===== src/ctl_pkg.sv =====
// Constants for the counter clock and trigger front end
package ctl_pkg;
    // Register byte offsets
    localparam logic [7:0] CTL_OFS_CTRL    = 8'h00;
    localparam logic [7:0] CTL_OFS_DIV     = 8'h04;
    localparam logic [7:0] CTL_OFS_SRC     = 8'h08;
    localparam logic [7:0] CTL_OFS_EDGE    = 8'h0C;
    localparam logic [7:0] CTL_OFS_CMD     = 8'h10;
    localparam logic [7:0] CTL_OFS_COUNTER = 8'h14;
    localparam logic [7:0] CTL_OFS_PERIOD  = 8'h18;
    localparam logic [7:0] CTL_OFS_CC      = 8'h1C;
    localparam logic [7:0] CTL_OFS_CCBUF   = 8'h20;
    localparam logic [7:0] CTL_OFS_STATUS  = 8'h24;
    // Control register fields
    localparam int CTL_EN_BIT     = 0;
    localparam int CTL_LEAVE_BIT  = 4;
    localparam int CTL_PRESC_LSB  = 8;
    localparam int CTL_DOWN_BIT   = 16;
    localparam int CTL_MODE_LSB   = 24;
    // Divider register fields
    localparam int CTL_CDIV_LSB   = 0;
    localparam int CTL_SDIV_LSB   = 8;
    // Operating mode codes
    localparam logic [2:0] CTL_MODE_TIMER = 3'h0;
    localparam logic [2:0] CTL_MODE_CAPT  = 3'h2;
    localparam logic [2:0] CTL_MODE_QUAD  = 3'h3;
    localparam logic [2:0] CTL_MODE_PWM   = 3'h4;
    localparam logic [2:0] CTL_MODE_DT    = 3'h5;
    localparam logic [2:0] CTL_MODE_PR    = 3'h6;
    // Edge conditioner codes
    localparam logic [1:0] CTL_EDGE_RISE  = 2'h0;
    localparam logic [1:0] CTL_EDGE_FALL  = 2'h1;
    localparam logic [1:0] CTL_EDGE_BOTH  = 2'h2;
    localparam logic [1:0] CTL_EDGE_LEVEL = 2'h3;
    // Event slots, also command bit positions
    localparam int CTL_EV_RELOAD  = 0;
    localparam int CTL_EV_START   = 1;
    localparam int CTL_EV_STOP    = 2;
    localparam int CTL_EV_COUNT   = 3;
    localparam int CTL_EV_CAPT    = 4;
    localparam int CTL_NUM_EV     = 5;
    localparam int CTL_NUM_LINES  = 14;
    localparam int CTL_NUM_SRC    = 16;
    // Output pulse length in system cycles
    localparam logic [1:0] CTL_PULSE_SYS = 2'h2;
    // Reset values
    localparam logic [31:0] CTL_CTRL_RST = 32'h0000_0000;
    localparam logic [7:0]  CTL_DIV_RST  = 8'h00;
endpackage


===== src/ctl_front.sv =====
// Counter clock, trigger conditioning and trigger output logic for one counter
`timescale 1ns/1ps
`default_nettype none

// Notes on behaviour
// - Prescaler divides counter clock by 1..128.
// - Quadrature and dead-time modes skip prescaling.
// - Level count input counts while high.
// - Edge count input counts on detected edges.
// - Quadrature, pseudo-random modes count raw clock.
// - Other modes: count step needs prescaled tick and event.
// - Fourteen shared lines plus constant 0, 1.
// - Each event selects any of 16 sources.
// - Reload flags overflow/underflow, start does not.
// - Software commands act like hardware triggers.
// - Start resumes with count unchanged.
// - Stop beats reload, reload beats start.
// - Per-event rise, fall, both or level.
// - Quadrature detects edges on counter clock.
// - Single-edge modes merge pending edges.
// - Both-edge mode keeps only odd parity.
// - Trigger lines synchronised before use.
// - Up count leaving period raises overflow.
// - Down count leaving zero raises underflow.
// - Compare match on arrival or departure.
// - Capture raises compare/capture event.
// - Output triggers last two system cycles.
// - Mode field codes 011, 101, 110.
module ctl_front
    import ctl_pkg::*;
#(
    parameter int CNT_W = 16
) (
    input  wire logic                     clk,
    input  wire logic                     rstn,
    input  wire logic                     psel,
    input  wire logic                     penable,
    input  wire logic                     pwrite,
    input  wire logic [7:0]               paddr,
    input  wire logic [31:0]              pwdata,
    output logic      [31:0]              prdata,
    output logic                          pready,
    output logic                          pslverr,
    input  wire logic [CTL_NUM_LINES-1:0] trigger_in,
    output logic                          overflow_event,
    output logic                          underflow_event,
    output logic                          compare_capture_event
);

    if (CNT_W < 2 || CNT_W > 32) begin : g_chk
        $error("CNT_W must lie in 2..32");
    end

    typedef struct packed {
        logic [CTL_NUM_LINES-1:0] sync1;
        logic [CTL_NUM_LINES-1:0] sync2;
        logic [CTL_NUM_EV-1:0]    prev;
        logic [CTL_NUM_EV-1:0]    pend;
        logic [CTL_NUM_EV-1:0]    cmd;
        logic                     enable;
        logic                     cc_leave;
        logic                     down;
        logic [2:0]               mode;
        logic [2:0]               prescale_select;
        logic [7:0]               divider_select;
        logic [7:0]               sys_select;
        logic [7:0]               div_cnt;
        logic [7:0]               sys_cnt;
        logic [6:0]               presc_cnt;
        logic [4*CTL_NUM_EV-1:0]  trigger_source_select;
        logic [2*CTL_NUM_EV-1:0]  trigger_edge_select;
        logic                     running;
        logic [CNT_W-1:0]         counter;
        logic [CNT_W-1:0]         period;
        logic [CNT_W-1:0]         cc;
        logic [CNT_W-1:0]         compare_capture_buffer;
        logic [2:0]               out_req;
        logic [5:0]               out_cnt;
        logic [2:0]               outs;
        logic [31:0]              prdata;
        logic                     pslverr;
    } ctl_state_t;

    ctl_state_t st_reg;
    ctl_state_t st_next;

    // Edge condition for one conditioner setting
    function automatic logic edge_hit(input logic [1:0] sel, input logic cur, input logic old);
        logic hit;
        hit = 1'b0;
        case (sel)
            CTL_EDGE_RISE: hit = cur & ~old;
            CTL_EDGE_FALL: hit = ~cur & old;
            CTL_EDGE_BOTH: hit = cur ^ old;
            default:       hit = 1'b0;
        endcase
        return hit;
    endfunction

    // Known register offset check
    function automatic logic addr_ok(input logic [7:0] a);
        return a == CTL_OFS_CTRL || a == CTL_OFS_DIV || a == CTL_OFS_SRC ||
               a == CTL_OFS_EDGE || a == CTL_OFS_CMD || a == CTL_OFS_COUNTER ||
               a == CTL_OFS_PERIOD || a == CTL_OFS_CC || a == CTL_OFS_CCBUF ||
               a == CTL_OFS_STATUS;
    endfunction

    logic [CTL_NUM_SRC-1:0] src_vec;
    logic [CTL_NUM_EV-1:0]  lvl;
    logic [CTL_NUM_EV-1:0]  hit;
    logic [CTL_NUM_EV-1:0]  evt;
    logic [CTL_NUM_EV-1:0]  consume;
    logic                   cnt_tick;
    logic                   sys_tick;
    logic                   presc_tick;
    logic                   bypass;
    logic                   raw_mode;
    logic                   count_en;
    logic                   samp;
    logic                   do_stop;
    logic                   do_reload;
    logic                   do_start;
    logic                   wr;
    logic                   rd;
    logic [6:0]             presc_mask;
    logic [CNT_W-1:0]       cnt_new;
    logic                   ovf;
    logic                   unf;
    logic                   ccev;

    // Tick generation and event resolution
    always_comb begin
        st_next  = st_reg;
        wr       = psel & penable & pwrite;
        rd       = psel & ~penable & ~pwrite;
        src_vec  = {st_reg.sync2, 1'b1, 1'b0};
        cnt_tick = st_reg.div_cnt == st_reg.divider_select;
        sys_tick = st_reg.sys_cnt == st_reg.sys_select;
        // no prescaler in quadrature or dead time
        bypass   = st_reg.mode == CTL_MODE_QUAD || st_reg.mode == CTL_MODE_DT;
        raw_mode = st_reg.mode == CTL_MODE_QUAD || st_reg.mode == CTL_MODE_PR;
        presc_mask = 7'((8'h01 << st_reg.prescale_select) - 8'h01);
        presc_tick = cnt_tick & (bypass | ((st_reg.presc_cnt & presc_mask) == presc_mask));
        samp = (st_reg.mode == CTL_MODE_QUAD) ? cnt_tick : 1'b1;
        for (int i = 0; i < CTL_NUM_EV; i++) begin
            lvl[i] = src_vec[st_reg.trigger_source_select[4*i +: 4]];
            hit[i] = samp & edge_hit(st_reg.trigger_edge_select[2*i +: 2], lvl[i],
                                     st_reg.prev[i]);
            if (st_reg.trigger_edge_select[2*i +: 2] == CTL_EDGE_LEVEL) begin
                evt[i] = lvl[i] | st_reg.cmd[i];
            end else begin
                // edge input acts on detected edge
                evt[i] = hit[i] | st_reg.pend[i] | st_reg.cmd[i];
            end
            consume[i] = (i == CTL_EV_COUNT) ? presc_tick : cnt_tick;
        end
        do_stop   = cnt_tick & evt[CTL_EV_STOP];
        do_reload = cnt_tick & evt[CTL_EV_RELOAD] & ~do_stop;
        do_start  = cnt_tick & evt[CTL_EV_START] & ~do_stop & ~do_reload;
        // raw clock and no count trigger
        count_en = raw_mode ? cnt_tick : (presc_tick & evt[CTL_EV_COUNT]);
        ovf      = 1'b0;
        unf      = 1'b0;
        ccev     = 1'b0;
        cnt_new  = st_reg.counter;
        // Dividers and prescale counter
        st_next.div_cnt = cnt_tick ? 8'h00 : 8'(st_reg.div_cnt + 8'h01);
        st_next.sys_cnt = sys_tick ? 8'h00 : 8'(st_reg.sys_cnt + 8'h01);
        if (cnt_tick) begin
            st_next.presc_cnt = 7'(st_reg.presc_cnt + 7'h01);
        end
        st_next.sync1 = trigger_in;
        st_next.sync2 = st_reg.sync1;
        for (int i = 0; i < CTL_NUM_EV; i++) begin
            if (samp) begin
                st_next.prev[i] = lvl[i];
            end
            if (consume[i]) begin
                st_next.pend[i] = 1'b0;
                st_next.cmd[i]  = 1'b0;
            end else if (st_reg.trigger_edge_select[2*i +: 2] == CTL_EDGE_BOTH) begin
                st_next.pend[i] = st_reg.pend[i] ^ hit[i];
            end else begin
                st_next.pend[i] = st_reg.pend[i] | hit[i];
            end
        end
        if (st_reg.enable) begin
            if (do_stop) begin
                st_next.running = 1'b0;
            end else if (do_reload) begin
                st_next.running = 1'b1;
                cnt_new = st_reg.down ? st_reg.period : '0;
                ovf     = ~st_reg.down;
                unf     = st_reg.down;
            end else if (do_start) begin
                st_next.running = 1'b1;
            end
            if (st_reg.running & count_en & ~do_stop & ~do_reload) begin
                if (!st_reg.down) begin
                    ovf     = st_reg.counter == st_reg.period;
                    cnt_new = ovf ? '0 : CNT_W'(st_reg.counter + 1'b1);
                end else begin
                    unf     = st_reg.counter == '0;
                    cnt_new = unf ? st_reg.period : CNT_W'(st_reg.counter - 1'b1);
                end
                if (cnt_new != st_reg.counter) begin
                    ccev = st_reg.cc_leave ? (st_reg.counter == st_reg.cc)
                                           : (cnt_new == st_reg.cc);
                end
            end
            if (cnt_tick & evt[CTL_EV_CAPT]) begin
                st_next.compare_capture_buffer = st_reg.cc;
                st_next.cc = st_reg.counter;
                ccev = 1'b1;
            end
        end else begin
            st_next.running = 1'b0;
        end
        st_next.counter = cnt_new;
        // requests wait for a system tick, then hold two ticks
        for (int k = 0; k < 3; k++) begin
            if (sys_tick && st_reg.out_req[k]) begin
                st_next.out_cnt[2*k +: 2] = CTL_PULSE_SYS;
            end else if (sys_tick && st_reg.out_cnt[2*k +: 2] != 2'h0) begin
                st_next.out_cnt[2*k +: 2] = 2'(st_reg.out_cnt[2*k +: 2] - 2'h1);
            end
            st_next.outs[k]    = st_next.out_cnt[2*k +: 2] != 2'h0;
            st_next.out_req[k] = st_reg.out_req[k] & ~sys_tick;
        end
        st_next.out_req = st_next.out_req | {ccev, unf, ovf};
        // Register read in setup phase
        st_next.pslverr = psel & ~penable & ~addr_ok(paddr);
        if (rd) begin
            case (paddr)
                CTL_OFS_CTRL:    st_next.prdata = {5'h00, st_reg.mode, 7'h00, st_reg.down,
                                                   5'h00, st_reg.prescale_select, 3'h0,
                                                   st_reg.cc_leave, 3'h0, st_reg.enable};
                CTL_OFS_DIV:     st_next.prdata = {16'h0000, st_reg.sys_select,
                                                   st_reg.divider_select};
                CTL_OFS_SRC:     st_next.prdata = 32'(st_reg.trigger_source_select);
                CTL_OFS_EDGE:    st_next.prdata = 32'(st_reg.trigger_edge_select);
                CTL_OFS_COUNTER: st_next.prdata = 32'(st_reg.counter);
                CTL_OFS_PERIOD:  st_next.prdata = 32'(st_reg.period);
                CTL_OFS_CC:      st_next.prdata = 32'(st_reg.cc);
                CTL_OFS_CCBUF:   st_next.prdata = 32'(st_reg.compare_capture_buffer);
                CTL_OFS_STATUS:  st_next.prdata = {28'h0000000, st_reg.outs, st_reg.running};
                default:         st_next.prdata = 32'h0000_0000;
            endcase
        end
        // Register write in access phase, software wins over counting
        if (wr) begin
            case (paddr)
                CTL_OFS_CTRL: begin
                    st_next.enable          = pwdata[CTL_EN_BIT];
                    st_next.cc_leave        = pwdata[CTL_LEAVE_BIT];
                    st_next.prescale_select = pwdata[CTL_PRESC_LSB +: 3];
                    st_next.down            = pwdata[CTL_DOWN_BIT];
                    st_next.mode            = pwdata[CTL_MODE_LSB +: 3];
                end
                CTL_OFS_DIV: begin
                    st_next.divider_select = pwdata[CTL_CDIV_LSB +: 8];
                    st_next.sys_select     = pwdata[CTL_SDIV_LSB +: 8];
                    st_next.div_cnt        = 8'h00;
                    st_next.sys_cnt        = 8'h00;
                end
                CTL_OFS_SRC:     st_next.trigger_source_select = pwdata[4*CTL_NUM_EV-1:0];
                CTL_OFS_EDGE:    st_next.trigger_edge_select   = pwdata[2*CTL_NUM_EV-1:0];
                // command bits set win over consume
                CTL_OFS_CMD:     st_next.cmd = st_next.cmd | {pwdata[CTL_EV_CAPT],
                                                              1'b0, pwdata[2:0]};
                CTL_OFS_COUNTER: st_next.counter = pwdata[CNT_W-1:0];
                CTL_OFS_PERIOD:  st_next.period  = pwdata[CNT_W-1:0];
                CTL_OFS_CC:      st_next.cc      = pwdata[CNT_W-1:0];
                default:         st_next.enable  = st_next.enable;
            endcase
        end
    end

    // State register
    always_ff @(posedge clk or negedge rstn) begin
        if (!rstn) begin
            st_reg                 <= '0;
            st_reg.enable          <= CTL_CTRL_RST[CTL_EN_BIT];
            st_reg.divider_select  <= CTL_DIV_RST;
            st_reg.sys_select      <= CTL_DIV_RST;
            st_reg.period          <= '1;
        end else begin
            st_reg <= st_next;
        end
    end

    // Bus and trigger outputs
    assign prdata                = st_reg.prdata;
    assign pready                = 1'b1;
    assign pslverr               = st_reg.pslverr;
    assign overflow_event        = st_reg.outs[0];
    assign underflow_event       = st_reg.outs[1];
    assign compare_capture_event = st_reg.outs[2];

    // Length of the overflow pulse in clk cycles
    logic [10:0] ovf_len_reg;
    always_ff @(posedge clk or negedge rstn) begin
        if (!rstn) begin
            ovf_len_reg <= 11'h000;
        end else begin
            ovf_len_reg <= overflow_event ? 11'(ovf_len_reg + 11'h001) : 11'h000;
        end
    end

    a_prescale_tick: assert property (@(posedge clk) disable iff (!rstn)
        presc_tick && !bypass |-> cnt_tick && (st_reg.presc_cnt & presc_mask) == presc_mask)
        else $error("prescaled tick without full prescale count");
    a_bypass_tick: assert property (@(posedge clk) disable iff (!rstn)
        cnt_tick && bypass |-> presc_tick)
        else $error("bypass mode lost a counter tick");
    a_count_gate: assert property (@(posedge clk) disable iff (!rstn)
        st_reg.enable && !raw_mode && !evt[CTL_EV_COUNT] && !do_reload && !wr
        |=> st_reg.counter == $past(st_reg.counter))
        else $error("count step without event");
    a_stop_wins: assert property (@(posedge clk) disable iff (!rstn)
        st_reg.enable && do_stop && !wr |=> !st_reg.running)
        else $error("counter still running after stop");
    a_reload_flag: assert property (@(posedge clk) disable iff (!rstn)
        st_reg.enable && do_reload && !st_reg.down |=> st_reg.out_req[0]
        || $past(sys_tick) && st_reg.out_cnt[1:0] == CTL_PULSE_SYS)
        else $error("reload did not flag overflow");
    a_start_hold: assert property (@(posedge clk) disable iff (!rstn)
        st_reg.enable && do_start && !st_reg.running && !wr
        |=> st_reg.counter == $past(st_reg.counter))
        else $error("start changed the count");
    a_sync_delay: assert property (@(posedge clk) disable iff (!rstn)
        st_reg.sync2 == $past(trigger_in, 2))
        else $error("trigger synchroniser depth wrong");
    a_both_parity: assert property (@(posedge clk) disable iff (!rstn)
        st_reg.trigger_edge_select[1:0] == CTL_EDGE_BOTH && !consume[0] && !wr
        && st_reg.pend[0] && hit[0] |=> !st_reg.pend[0])
        else $error("both-edge parity broken");
    // overflow pulse is two system periods
    a_pulse_width: assert property (@(posedge clk) disable iff (!rstn)
        $fell(overflow_event) && $stable(st_reg.sys_select)
        |-> $past(ovf_len_reg) == 11'(2 * (st_reg.sys_select + 1) - 1))
        else $error("overflow pulse width wrong");
    a_ovf_wrap: assert property (@(posedge clk) disable iff (!rstn)
        st_reg.enable && st_reg.running && count_en && !st_reg.down && !do_stop
        && !do_reload && !wr && st_reg.counter == st_reg.period |=> st_reg.counter == '0)
        else $error("overflow did not wrap");

    c_reload_run: cover property (@(posedge clk) disable iff (!rstn)
        do_reload ##1 st_reg.running);
    c_overflow: cover property (@(posedge clk) disable iff (!rstn) $rose(overflow_event));
    c_capture: cover property (@(posedge clk) disable iff (!rstn)
        cnt_tick && evt[CTL_EV_CAPT] && st_reg.enable);
    c_stop_reload: cover property (@(posedge clk) disable iff (!rstn)
        cnt_tick && evt[CTL_EV_STOP] && evt[CTL_EV_RELOAD]);

endmodule

`default_nettype wire


===== config.mk =====
export PLATFORM = sky130hd
export DESIGN_NAME = ctl_front
export DESIGN_NICKNAME = d
export VERILOG_FILES = /design/src/ctl_pkg.sv /design/src/ctl_front.sv
export SDC_FILE = /design/constraint.sdc
export NUM_CORES = 1
export LEC_CHECK = 0
export BUFFER_PORTS_ARGS = -buffer_cell sky130_fd_sc_hd__buf_2
export CAP_MARGIN = 5
export CORE_MARGIN = 5
export CORE_UTILIZATION = 50
export DETAILED_ROUTE_END_ITERATION = 8
export PLACE_DENSITY = 0.71
export SETUP_SLACK_MARGIN = 0.5
export SYNTH_ARGS = -nofsm -noshare
export SYNTH_HDL_FRONTEND = slang
export SYNTH_SLANG_ARGS = --single-unit

===== constraint.sdc =====
create_clock -name clk -period 7.1 [get_ports clk]
set_clock_uncertainty 0.05 [all_clocks]
set_input_delay 1.42 -clock clk [delete_from_list [all_inputs] [get_ports clk]]
set_output_delay 1.42 -clock clk [all_outputs]
set_load 0.01 [all_outputs]

==> flow_summary.json <==
{
  "status": "complete, no violations",
  "dieWidth_um": 174,
  "fin_cells": 1733,
  "holdWs_ns": 0.297,
  "critPathBufInv": 2,
  "hold_start": "st_next[204]",
  "comb_power_share_pct": 20.9,
  "die_y_um": 174,
  "clk-insertion-delay-late_ns": 0.52,
  "p_sw_mw": 1.09,
  "ys_types": 76,
  "met2_usage_pct": 40.3,
  "path_max_fanout": 21,
  "worstMarginPinSlew_ns": 1.09,
  "syn_area_um2": 13400,
  "period_needed_ns": 5.27,
  "crit_family": "compound AO/OA/AOI/OAI gates",
  "postCtsSetupBuffers": 0,
  "slew_headroom_pct": 27.6,
  "antenna_cells": 0,
  "worstPathArrival_ns": 5.65,
  "setup_viol": 0,
  "start_util_pct": 50.3,
  "wl_per_cell_um": 22.6,
  "core.rowCount": 60,
  "gp_congestion": 0.942,
  "numCtsBuffers": 22,
  "grt_pass1_vias": 10800,
  "cts_root_buffer": "clkbuf_16",
  "htree_levels": 1,
  "design_area_um2": 14600,
  "drc": 0,
  "cts_tree": "done",
  "grt_max_degree": 106,
  "synth_warnings": 0,
  "cts_resized": 0,
  "antenna_found_initial": 0,
  "finalSetupTns_ns": 0,
  "slowest_stage": "a311oi_1",
  "drv_slew": 0,
  "grt.busiest_layer": "met2",
  "grt_pass1_wl_um": 62200,
  "synth_edf_count": 0,
  "synth_top_cell_by_area": "dfrtp_1",
  "syn_avg_cell_area_um2": 9.74,
  "switching_share_pct": 31.0,
  "hold_violations": 0,
  "cts_buffer_depth": 3,
  "required_ns": 7.48,
  "start_kind": "register",
  "cap_violations": 0,
  "ys_top_cells_by_area": "dfrtp_1 38%, mux2_2 8.2%, xnor2_1 4.1%, nor2_1 3.5%, dfstp_2 3.1%",
  "netlist_instances": 1375,
  "synth_top_area_share_pct": 38.3,
  "largest_reg_flops": 166,
  "drtIter0Drc": 1224,
  "placed_cell_area_um2": 13800,
  "regToRegStartpoint": "st_reg[129]",
  "track_usage_pct": 25.5,
  "clkPwrFrac_pct": 35.4,
  "grt.overflow.total": 0,
  "io_pins": 96,
  "drive_above_1_share_pct": 20.3,
  "finalPower_mw": 3.52,
  "crit_type": "reg2reg",
  "crit_path_max_incr_delay_ns": 0.67,
  "min_period_over_period_pct": 74.3,
  "port_buffers": 76,
  "maxClockFrequency_mhz": 190,
  "hp-class": "reg2reg",
  "use_met1_pct": 36.0,
  "power.share.sequential_pct": 43.8,
  "viasPerCell": 6.33,
  "met3_usage_pct": 4.99,
  "power_density_nw_per_um2": 242,
  "synthArstFlopShare_pct": 100,
  "cts.clk_slew.worst_paths_ns": 0.06,
  "routed_wl_um": 39100,
  "antenna_left": 0,
  "final_nets": 1460,
  "crit_chain": "mux4_2, mux2i_1, a22oi_1, ha_1, inv_1, mux2i_1, o21ai_0, nand2_1, ha_1, a21oi_1, or2_2, a311oi_1, nand2_1, a21oi_1, buf_4, nor2_1, o31ai_1",
  "cp-startpoint": "st_reg[129]",
  "core_area_um2": 26700,
  "max-vdd-ir-drop_mv": 0.244,
  "placedCellCount": 1693,
  "ys_ff_latch": 221,
  "ys.flop_type": "dfrtp_1",
  "dr.pass1.iters": 6,
  "die_area_um2": 30200,
  "hpwl_um": 28000,
  "numClockSinks": 221,
  "p_int_mw": 2.43,
  "syn_to_final_growth_pct": 8.66,
  "setup.worst_path.end_class": "register",
  "vias": 11000,
  "reg2reg_slack_ns": 1.83,
  "p_leak_nw": 6.21,
  "rsz0062_at_grt": "false",
  "holdBufCountCts": 0,
  "ys_seq_area_share_pct": 41.4
}
-- cell usage after synthesis (33+ instances only) --
| master | number |
|---|---|
| buf_4 | 33 |
| xnor2_1 | 62 |
| inv_1 | 49 |
| dfrtp_1 | 205 |
| mux2_2 | 98 |
| a21oi_1 | 66 |
| mux2i_1 | 41 |
| clkbuf_1 | 79 |
| nor2_1 | 126 |
| xor2_1 | 37 |
| o21ai_0 | 46 |
| nand3_1 | 38 |
| nand2_1 | 98 |
-- stage by stage --
step | utilization (%) | setup slack, ns
floorplan | - | 3.02
finish | 54.6 | 1.83
global route | 54.6 | 1.46
global placement | 51.7 | 2.04
CTS | 54.6 | 1.92
detailed placement | 51.7 | 1.94
-- final timing paths --
check / to / cells after the start
worst min register to register: src_vec[3] / 0
worst max register to register: st_reg[105] / 17
worst max-delay path: st_reg[105] / 17
worst min-delay path: src_vec[3] / 0
min in group asynchronous: st_reg[144] / 1
max in group asynchronous: prdata[10] / 2
-- kinds of logic after synthesis --
logic type               share of synthesized area [%]
flip-flops                                        41.4
buffers and inverters                             6.04
AND/OR/NAND/NOR                                   14.6
XOR/XNOR                                          6.47
other                                           0.0561
adder cells (fa/ha/maj)                           2.34
multiplexers                                      13.8
AO/OA/AOI/OAI                                     15.2
-- metal layers --
metal | vias up | wire length, um
li1 | 4930 | -
met1 | 5428 | 16600
met2 | 527 | 17900
met3 | 91 | 3430
met4 | 0 | 1150
met5 | - | 0
-- final cells by class --
| cell class | count | area [um^2] |
|---|---|---|
| fill | 2304 | 12100 |
| multi-input combinational | 985 | 7080 |
| sequential | 221 | 5550 |
| clock buffer | 33 | 652 |
| timing repair buffer | 96 | 541 |
| tap | 341 | 427 |
| inverter | 50 | 188 |
| clock inverter | 7 | 121 |
-- power groups by stage --
stage | sequential, mW | clock, mW | combinational [mW]
6_report | 1.54 | 1.24 | 0.734
5_1_grt | 1.56 | 1.32 | 0.826
4_1_cts | 1.53 | 1.25 | 0.736
3_5_place_dp | 1.56 | 0 | 0.731
3_3_place_gp | 1.55 | 0 | 0.703
2_1_floorplan | 1.48 | 0 | 0.565
-- cell usage in the layout (no fill, tap or decap), types with 12 or more instances in the layout --
cell / synthesis / layout
nor2_1: 126 / 126
o211ai_1: 16 / 16
o21ai_0: 46 / 46
a222oi_1: 13 / 13
mux2_2: 98 / 98
a21oi_1: 66 / 66
dfrtp_1: 205 / 205
buf_4: 33 / 20
buf_2: 4 / 75
inv_1: 49 / 49
dfstp_2: 16 / 16
mux2i_1: 41 / 41
nor4_1: 17 / 17
clkbuf_16: 0 / 22
o31ai_1: 14 / 14
a211oi_1: 13 / 13
ha_1: 25 / 25
nor3_1: 21 / 19
mux4_2: 15 / 15
nand3_1: 38 / 38
xnor2_1: 62 / 62
nand2_1: 98 / 98
a22o_1: 12 / 12
xor2_1: 37 / 37
a31oi_1: 20 / 20
nand4_1: 13 / 13
No activity file was read; power rests on OpenSTA's default activity.
